[config.mk]
export PLATFORM = sky130hd
export DESIGN_NAME = iscp_top
export DESIGN_NICKNAME = d
export VERILOG_FILES = /design/src/iscp_pkg.sv /design/src/iscp_top.sv
export VERILOG_INCLUDE_DIRS = /design/src /design/src/src
export SDC_FILE = /design/constraint.sdc
export NUM_CORES = 1
export LEC_CHECK = 0
export BUFFER_PORTS_ARGS = -buffer_cell sky130_fd_sc_hd__buf_2
export CAP_MARGIN = 25
export CORE_UTILIZATION = 40
export DETAILED_ROUTE_END_ITERATION = 10
export GPL_ROUTABILITY_DRIVEN = 0
export GPL_TIMING_DRIVEN = 0
export PLACE_DENSITY = 0.75
export SLEW_MARGIN = 20
export SYNTH_ARGS = -nofsm -noshare
export SYNTH_HDL_FRONTEND = slang
export SYNTH_SLANG_ARGS = --single-unit
export TNS_END_PERCENT = 20
[constraint.sdc]
create_clock -name ref_clk -period 1.7 [get_ports ref_clk]
set_clock_uncertainty 0.2 [all_clocks]
set_input_delay 0 -clock ref_clk [delete_from_list [all_inputs] [get_ports ref_clk]]
set_output_delay 0 -clock ref_clk [all_outputs]
set_load 0.005 [all_outputs]
[src/iscp_defs.svh]
// register indices, field positions and reset values of the status pin and interrupt block
// assumes register index = word address (byte address = 4 * index)
`ifndef ISCP_DEFS_SVH
`define ISCP_DEFS_SVH
`define ISCP_IDX_INTERRUPT_CONTROL 8'h11
`define ISCP_IDX_SLEW 8'h12
`define ISCP_IDX_STATUS_PIN_DRIVER_CONTROL 8'h13
`define ISCP_IDX_MASK 8'h20
`define ISCP_IDX_LIVE 8'h21
`define ISCP_IDX_POL 8'h22
`define ISCP_IDX_FLAGS 8'h23
`define ISCP_IDX_ROUTE 8'h24
`define ISCP_BIT_INT_EN 0
`define ISCP_BIT_AND_OR 1
`define ISCP_BIT_OD0 0
`define ISCP_BIT_OD1 1
`define ISCP_BIT_LIM0 4
`define ISCP_BIT_LIM1 5
`define ISCP_SLEW_LSB 4
`define ISCP_RST_INTERRUPT_CONTROL 2'h0
`define ISCP_RST_STATUS_PIN_DRIVER_CONTROL 6'h00
`define ISCP_RST_BYTE 8'h00
`define ISCP_HTRANS_NONSEQ 2'h2
`endif

[src/iscp_pkg.sv]
// types shared by the status pin and interrupt block
// assumes AHB-Lite signal names as published
package iscp_pkg;
  typedef struct packed {
    logic hsel;
    logic [1:0] htrans;
    logic [31:0] haddr;
    logic hwrite;
    logic [2:0] hsize;
    logic hready;
    logic [31:0] hwdata;
  } iscp_ahb_req_t;
  typedef struct packed {
    logic [31:0] hrdata;
    logic hreadyout;
    logic hresp;
  } iscp_ahb_rsp_t;
  typedef struct packed {
    logic alt_ref_rise_ok;
    logic alt_ref_fall_ok;
    logic main_ref_rise_ok;
    logic main_ref_fall_ok;
  } iscp_slew_t;
  typedef struct packed {
    logic [1:0] o;
    logic [1:0] oe;
    logic [1:0] spike_limit;
  } iscp_pins_t;
  typedef enum logic [2:0] {
    ISCP_IDLE = 3'b001,
    ISCP_WR = 3'b010,
    ISCP_RD = 3'b100
  } iscp_state_t;
endpackage

[src/iscp_top.sv]
// interrupt combine logic, reference slew status and status pin drivers behind an AHB-Lite slave
// assumes one clock, synchronous inputs, zero-wait single word transfers
//
// Overview of operation
// combine unmasked flags with AND when select bit is 1, OR when 0.
// edge of configured polarity sets a sticky flag; writing zero clears it.
// interrupt enable 1 runs the interrupt circuit; 0 disables it.
// with enable 0 no interrupt appears on either status pin.
// with enable 0 the sticky flags never change from source edges.
// live register always shows the present interrupt sources.
// bits 7 and 6 of slew status show alternate reference rise/fall valid.
// bits 5 and 4 of slew status show main reference rise/fall valid.
// open-drain bit 1 or 0 makes pin one or zero open-drain.
// limit bit 5 or 4 puts pin one or zero into spike-limited mode.
// when enabled, the routed status pin shows the combined interrupt.
//
// Added by the designer: the AHB-Lite slave port.
`timescale 1ns/1ns
`include "iscp_defs.svh"

module iscp_top (
  // clock, reset, enable
  input wire logic ref_clk,
  input wire logic rst,
  input wire logic ce,
  // register bus
  input wire iscp_pkg::iscp_ahb_req_t ahb_req,
  output iscp_pkg::iscp_ahb_rsp_t ahb_rsp,
  // device sources
  input wire logic [7:0] irq_src,
  input wire iscp_pkg::iscp_slew_t slew,
  input wire logic [1:0] pin_src,
  // status pins
  output iscp_pkg::iscp_pins_t pins
);

  iscp_pkg::iscp_state_t state_ff, nxt_state;
  logic [7:0] widx_ff, nxt_widx;
  logic [31:0] hrdata_ff, nxt_hrdata;
  logic [1:0] interrupt_control_ff, nxt_interrupt_control;
  logic [5:0] status_pin_driver_control_ff, nxt_status_pin_driver_control;
  logic [7:0] mask_ff, nxt_mask;
  logic [7:0] pol_ff, nxt_pol;
  logic [7:0] flags_ff, nxt_flags;
  logic [7:0] prev_ff, nxt_prev;
  logic route_ff, nxt_route;
  logic irq_ff, nxt_irq;
  logic [1:0] pin_o_ff, nxt_pin_o;
  logic [1:0] pin_oe_ff, nxt_pin_oe;

  logic addr_ok, take;
  logic [7:0] aidx;
  logic wr_en;
  logic [7:0] ev, set_vec, unm;
  logic and_hit, or_hit;
  logic [1:0] lvl;

  assign aidx = ahb_req.haddr[9:2];
  assign addr_ok = (ahb_req.haddr[31:10] == 22'h00_0000);
  assign take = ahb_req.hsel && ahb_req.hready && (ahb_req.htrans == `ISCP_HTRANS_NONSEQ);
  assign wr_en = (state_ff == iscp_pkg::ISCP_WR);

  assign ahb_rsp.hrdata = hrdata_ff;
  assign ahb_rsp.hreadyout = 1'b1;
  assign ahb_rsp.hresp = 1'b0;

  // bus phases; read data is sampled at address phase so it stands for the data phase
  always_comb begin
    nxt_state = iscp_pkg::ISCP_IDLE;
    nxt_widx = widx_ff;
    nxt_hrdata = hrdata_ff;
    if (take) begin
      nxt_widx = addr_ok ? aidx : 8'hFF;
      if (ahb_req.hwrite) begin
        nxt_state = iscp_pkg::ISCP_WR;
      end else begin
        nxt_state = iscp_pkg::ISCP_RD;
        nxt_hrdata = 32'h0000_0000;
        if (addr_ok) begin
          case (aidx)
            `ISCP_IDX_INTERRUPT_CONTROL: nxt_hrdata[1:0] = interrupt_control_ff;
            `ISCP_IDX_SLEW: nxt_hrdata[7:4] = slew;
            `ISCP_IDX_STATUS_PIN_DRIVER_CONTROL: nxt_hrdata[5:0] = status_pin_driver_control_ff;
            `ISCP_IDX_MASK: nxt_hrdata[7:0] = mask_ff;
            `ISCP_IDX_LIVE: nxt_hrdata[7:0] = irq_src;
            `ISCP_IDX_POL: nxt_hrdata[7:0] = pol_ff;
            `ISCP_IDX_FLAGS: nxt_hrdata[7:0] = flags_ff;
            `ISCP_IDX_ROUTE: nxt_hrdata[0] = route_ff;
            default: nxt_hrdata = 32'h0000_0000;
          endcase
        end
      end
    end
  end

  always_ff @(posedge ref_clk) begin
    if (rst) begin
      state_ff <= iscp_pkg::ISCP_IDLE;
      widx_ff <= `ISCP_RST_BYTE;
      hrdata_ff <= 32'h0000_0000;
    end else if (ce) begin
      state_ff <= nxt_state;
      widx_ff <= nxt_widx;
      hrdata_ff <= nxt_hrdata;
    end
  end

  // configuration registers written in the data phase
  always_comb begin
    nxt_interrupt_control = interrupt_control_ff;
    nxt_status_pin_driver_control = status_pin_driver_control_ff;
    nxt_mask = mask_ff;
    nxt_pol = pol_ff;
    nxt_route = route_ff;
    if (wr_en) begin
      case (widx_ff)
        `ISCP_IDX_INTERRUPT_CONTROL: nxt_interrupt_control = ahb_req.hwdata[1:0];
        `ISCP_IDX_STATUS_PIN_DRIVER_CONTROL: nxt_status_pin_driver_control = ahb_req.hwdata[5:0];
        `ISCP_IDX_MASK: nxt_mask = ahb_req.hwdata[7:0];
        `ISCP_IDX_POL: nxt_pol = ahb_req.hwdata[7:0];
        `ISCP_IDX_ROUTE: nxt_route = ahb_req.hwdata[0];
        default: nxt_route = route_ff;
      endcase
    end
  end

  always_ff @(posedge ref_clk) begin
    if (rst) begin
      interrupt_control_ff <= `ISCP_RST_INTERRUPT_CONTROL;
      status_pin_driver_control_ff <= `ISCP_RST_STATUS_PIN_DRIVER_CONTROL;
      mask_ff <= `ISCP_RST_BYTE;
      pol_ff <= `ISCP_RST_BYTE;
      route_ff <= 1'b0;
    end else if (ce) begin
      interrupt_control_ff <= nxt_interrupt_control;
      status_pin_driver_control_ff <= nxt_status_pin_driver_control;
      mask_ff <= nxt_mask;
      pol_ff <= nxt_pol;
      route_ff <= nxt_route;
    end
  end

  // sticky flags: a set in the same cycle as a clearing write wins
  always_comb begin
    ev = (pol_ff & irq_src & ~prev_ff) | (~pol_ff & ~irq_src & prev_ff);
    set_vec = interrupt_control_ff[`ISCP_BIT_INT_EN] ? ev : 8'h00;
    nxt_prev = irq_src;
    nxt_flags = flags_ff;
    if (wr_en && widx_ff == `ISCP_IDX_FLAGS) begin
      nxt_flags = flags_ff & ahb_req.hwdata[7:0];
    end
    nxt_flags = nxt_flags | set_vec;
  end

  always_ff @(posedge ref_clk) begin
    if (rst) begin
      flags_ff <= `ISCP_RST_BYTE;
      prev_ff <= `ISCP_RST_BYTE;
    end else if (ce) begin
      flags_ff <= nxt_flags;
      prev_ff <= nxt_prev;
    end
  end

  // combine and pin drive; an empty mask never fires in AND mode
  always_comb begin
    unm = flags_ff & mask_ff;
    and_hit = (mask_ff != 8'h00) && (unm == mask_ff);
    or_hit = (unm != 8'h00);
    nxt_irq = interrupt_control_ff[`ISCP_BIT_INT_EN] &&
              (interrupt_control_ff[`ISCP_BIT_AND_OR] ? and_hit : or_hit);
    lvl = pin_src;
    lvl[route_ff] = irq_ff;
    nxt_pin_o = lvl;
    nxt_pin_oe = 2'b11;
    if (status_pin_driver_control_ff[`ISCP_BIT_OD0]) begin
      nxt_pin_o[0] = 1'b0;
      nxt_pin_oe[0] = ~lvl[0];
    end
    if (status_pin_driver_control_ff[`ISCP_BIT_OD1]) begin
      nxt_pin_o[1] = 1'b0;
      nxt_pin_oe[1] = ~lvl[1];
    end
  end

  always_ff @(posedge ref_clk) begin
    if (rst) begin
      irq_ff <= 1'b0;
      pin_o_ff <= 2'b00;
      pin_oe_ff <= 2'b00;
    end else if (ce) begin
      irq_ff <= nxt_irq;
      pin_o_ff <= nxt_pin_o;
      pin_oe_ff <= nxt_pin_oe;
    end
  end

  assign pins.o = pin_o_ff;
  assign pins.oe = pin_oe_ff;
  // the pad trades edge rate for lower shoot-through current
  assign pins.spike_limit = {status_pin_driver_control_ff[`ISCP_BIT_LIM1], status_pin_driver_control_ff[`ISCP_BIT_LIM0]};
endmodule

==> metrics <==
CP Cell Sequence=and4bb_2 -> nand2_1 -> or3_4 -> o21ai_2 -> o21ai_0; utilization of the core after routing=approximately 56%; number of search-and-repair iterations in the first detailed-routing pass=5; number of antenna violations at the first check in global routing=0; CP max-delay cell=or3_4; CP Buf/Inv Count=0; violations in the final reports=negative hold slack, negative setup slack; share of layout cells above drive strength 1=approximately a quarter; I/O pin cnt=roughly 130; post-layout min period=1.85 ns; Mapped Cells=between 400 and 500; maximum number of pins on one net before global-route repair=11; endpoint arrival time on the critical path=1.86 ns; main area contributors after synthesis=dfxtp_1 38%, mux2i_1 10%, nor2_1 7.9%, buf_4 6.1%, o21ai_0 3.2%; warning count from the yosys run=0; All-Layer GR Usage=24.1%; number of buffers inserted during clock tree synthesis=9; Hold Path Sink=hrdata_ff[5]$_SDFFE_PP0P_; Iteration-0 DRC Markers=268; critical path's top delay family=simple AND/OR/NAND/NOR gates; prevailing post-synth register cell=dfxtp_1; max-slew violation total from the final report=0; vias in the first global route=3287; HPWL after detailed placement=around 7300 um; Residual DRC=0; power per standard cell area=653 nW/um2; average instance area after synthesis=between 8 and 9 um2; max frequency=approximately 540 MHz; Row Count=33; insertion delay of the later-clocked pin in the worst-skew pair=roughly 0.34 ns; first-pass GRT wire length=approximately 16000 um; nature of the critical path startpoint=flip-flop; origin of the critical flop-to-flop path=state_ff[2]$_SDFFE_PP0P_; distinct cell type count of the synthesized netlist=55; die boundary width=between 90 and 100 um; TritonCTS clock tree=yes; terminus of the critical flop-to-flop path=flags_ff[6]$_SDFFE_PP0P_; routed via count=3607; final setup slack of the worst path=-0.147 ns; Cell Area, Synth=about 3500 um2; Hold Path Class=input port to flip-flop; vias per inst=around 5.4; slack of the worst reg-to-reg path=-0.15 ns; number of cells traversed by the worst hold path=6; wirelength, routed=10700 um; clock slew at the register clock pins of the worst setup and hold paths=0.07 ns; max_cap viols=0; antenna diode count=0; area share of the largest cell type after synthesis=~38%; filler instances=approximately 760; CP Capture Type=flip-flop; kind of critical path=flip-flop to flip-flop; post-detailed-route count of antenna-violating nets=0; most common cell in the netlist=nor2_1; number of sinks driven by the clock tree=65; floorplan die area=about 9000 um2; final sum of negative setup slack=-3.04 ns; pin slew with the least headroom to its limit=a little under 0.8 ns; maximum count of clock buffers along a single path=2; total power consumption of the routed design=roughly 3000 uW; Core Footprint=8300 um2; GRT overflow=0; clock root buffer master=clkbuf_8; hold path start=ahb_req[54]; standby leakage power=0.00204 uW; Critical Path Max Stage Delay=0.50 ns; Final Hold Vio Count=1; Req. time, crit path=around 1.7 ns; synthesized flop and latch total=65; RSZ-0062 raised after global routing=true; worst relative slew slack=48.6%; status=finished with violations; cell type contributing the most total cell area after synthesis=dfxtp_1; overall die height=about 95 um; worst hold slack after final layout=-0.00603 ns; net count reported at finish=between 600 and 700; drt wl/cell=between 15 and 20 um; async set-reset flop share out of synthesis=0%; Crit Path Max Fanout=8; Post-synth top cells=73 x nor2_1, 65 x dfxtp_1, 36 x mux2i_1; sequential cell area fraction in the yosys report=37.5%; EDFF count, synth=0; final count of negative-setup-slack endpoints=32; port bufs=71; highest ir drop seen on vdd=674 uV; FF-to-FF path depth=5; number of levels the H-tree was split into=3; P&R area growth vs syn=34.8%; Period Utilization, post-route=109%; Starting Density=a little over two fifths
state kept, by name, summed over array words and instances (netlist names), 2 cells and up:
register                      flops
flags_ff                          8
hrdata_ff                         8
mask_ff                           8
pol_ff                            8
prev_ff                           8
widx_ff                           8
status_pin_driver_control_ff      6
state_ff                          3
interrupt_control_ff              2
pin_o_ff                          2
pin_oe_ff                         2
where the power goes:
group	switching [uW]	internal, uW
clock network	582	521
registers	16.1	1540
logic	196	197
metrics by stage:
stage | cells | setup WS [ns] | instance area, um2 | hold slack [ns]
after detailed placement | 610 | -0.622 | 4060 | 0.0657
after global routing | 667 | -0.212 | 4670 | 0.0204
after floorplan | 434 | -0.122 | 3580 | -0.0609
after CTS | 663 | -0.132 | 4610 | -0.0208
after global placement | 610 | -0.590 | 4060 | 0.0449
final | 667 | -0.147 | 4670 | -0.00603
logic make-up (layout without fill, tap and decap cells):
kind of cell | after synthesis | in the layout | share of synthesized area (%)
AND/OR/NAND/NOR | 170 | 170 | 25.2
AO/OA/AOI/OAI | 73 | 73 | 14.0
flip-flops | 65 | 65 | 37.5
buffers and inverters | 58 | 186 | 9.57
multiplexers | 42 | 42 | 13.5
other | 2 | 26 | 0.217
layer usage:
layer | vias to the layer above | part of all wire, % | GRT usage (%)
met5 | - | 0 | 0
met1 | 1666 | 41 | 30.7
met3 | 28 | 10 | 4.86
met2 | 207 | 46 | 39.3
met4 | 0 | 2.8 | 10.6
li1 | 1706 | - | -
cell usage in the layout (no fill, tap or decap), types with 2 or more instances in the layout:
cell type      count
clkbuf_8           9
o22ai_1            4
o32ai_1            3
a21oi_1           15
buf_4             34
conb_1            26
nand2_1           22
dlygate4sd3_1     32
a32o_1             3
inv_1             12
clkbuf_1          16
a22o_1             3
mux4_1             2
nand3b_1           7
nand2b_1           3
nand4_1            3
nor3b_1            2
o21ai_0           14
buf_6              4
nor3_1            10
a311oi_1           4
or4b_4             2
o21ai_1            6
a222oi_1           2
a22oi_1            7
nand3_1            4
nand4b_1           2
clkinv_2           4
nor4_1            11
nor2b_1           14
nor2_1            72
or3_1              2
buf_2             72
mux2i_1           36
o21ai_2            2
buf_1              2
mux2_2             3
dfxtp_1           63
nor4_4             2
final cells by class:
class                           instances  area, um2  share of cell area [%]
Buffer                                 45        283                    6.05
Clock buffer                           12        135                    2.89
Clock inverter                          4       20.0                   0.428
Inverter                               12       45.0                   0.964
Multi-Input combinational cell        311       1990                    42.5
Sequential cell                        65       1310                    28.0
Tap cell                              105        131                    2.81
Timing Repair Buffer                  113        767                    16.4
worst reg2reg max path: stages (launching register included):
cell	delay, ns
dfxtp_1	0.32
and4bb_2	0.33
nand2_1	0.11
or3_4	0.50
o21ai_2	0.17
o21ai_0	0.09
how the worst max path moves through the flow:
| stage | slack [ns] | start | end | cells after the start |
|---|---|---|---|---|
| finish | -0.15 | state_ff[2]$_SDFFE_PP0P_ | flags_ff[6]$_SDFFE_PP0P_ | 5 |
| global route | -0.21 | widx_ff[4]$_SDFFE_PP0P_ | pol_ff[6]$_SDFFE_PP0P_ | 6 |
| CTS | -0.13 | state_ff[2]$_SDFFE_PP0P_ | interrupt_control_ff[1]$_SDFFE_PP0P_ | 5 |
| detailed placement | -0.62 | widx_ff[5]$_SDFFE_PP0P_ | pol_ff[6]$_SDFFE_PP0P_ | 5 |
| global placement | -0.59 | widx_ff[5]$_SDFFE_PP0P_ | pol_ff[0]$_SDFFE_PP0P_ | 5 |
| floorplan | -0.12 | widx_ff[5]$_SDFFE_PP0P_ | pol_ff[0]$_SDFFE_PP0P_ | 5 |
repair_timing:
action / 4_1_cts / 5_1_grt
endpoints found under the setup margin: 32 / 59
setup buffers: 5 / 4
resized for setup: 11 / 12
endpoints found under the hold margin: 60 / 0
pin swaps: 5 / 5
hold buffers: 33 / 0
No activity file was read; power rests on OpenSTA's default activity.
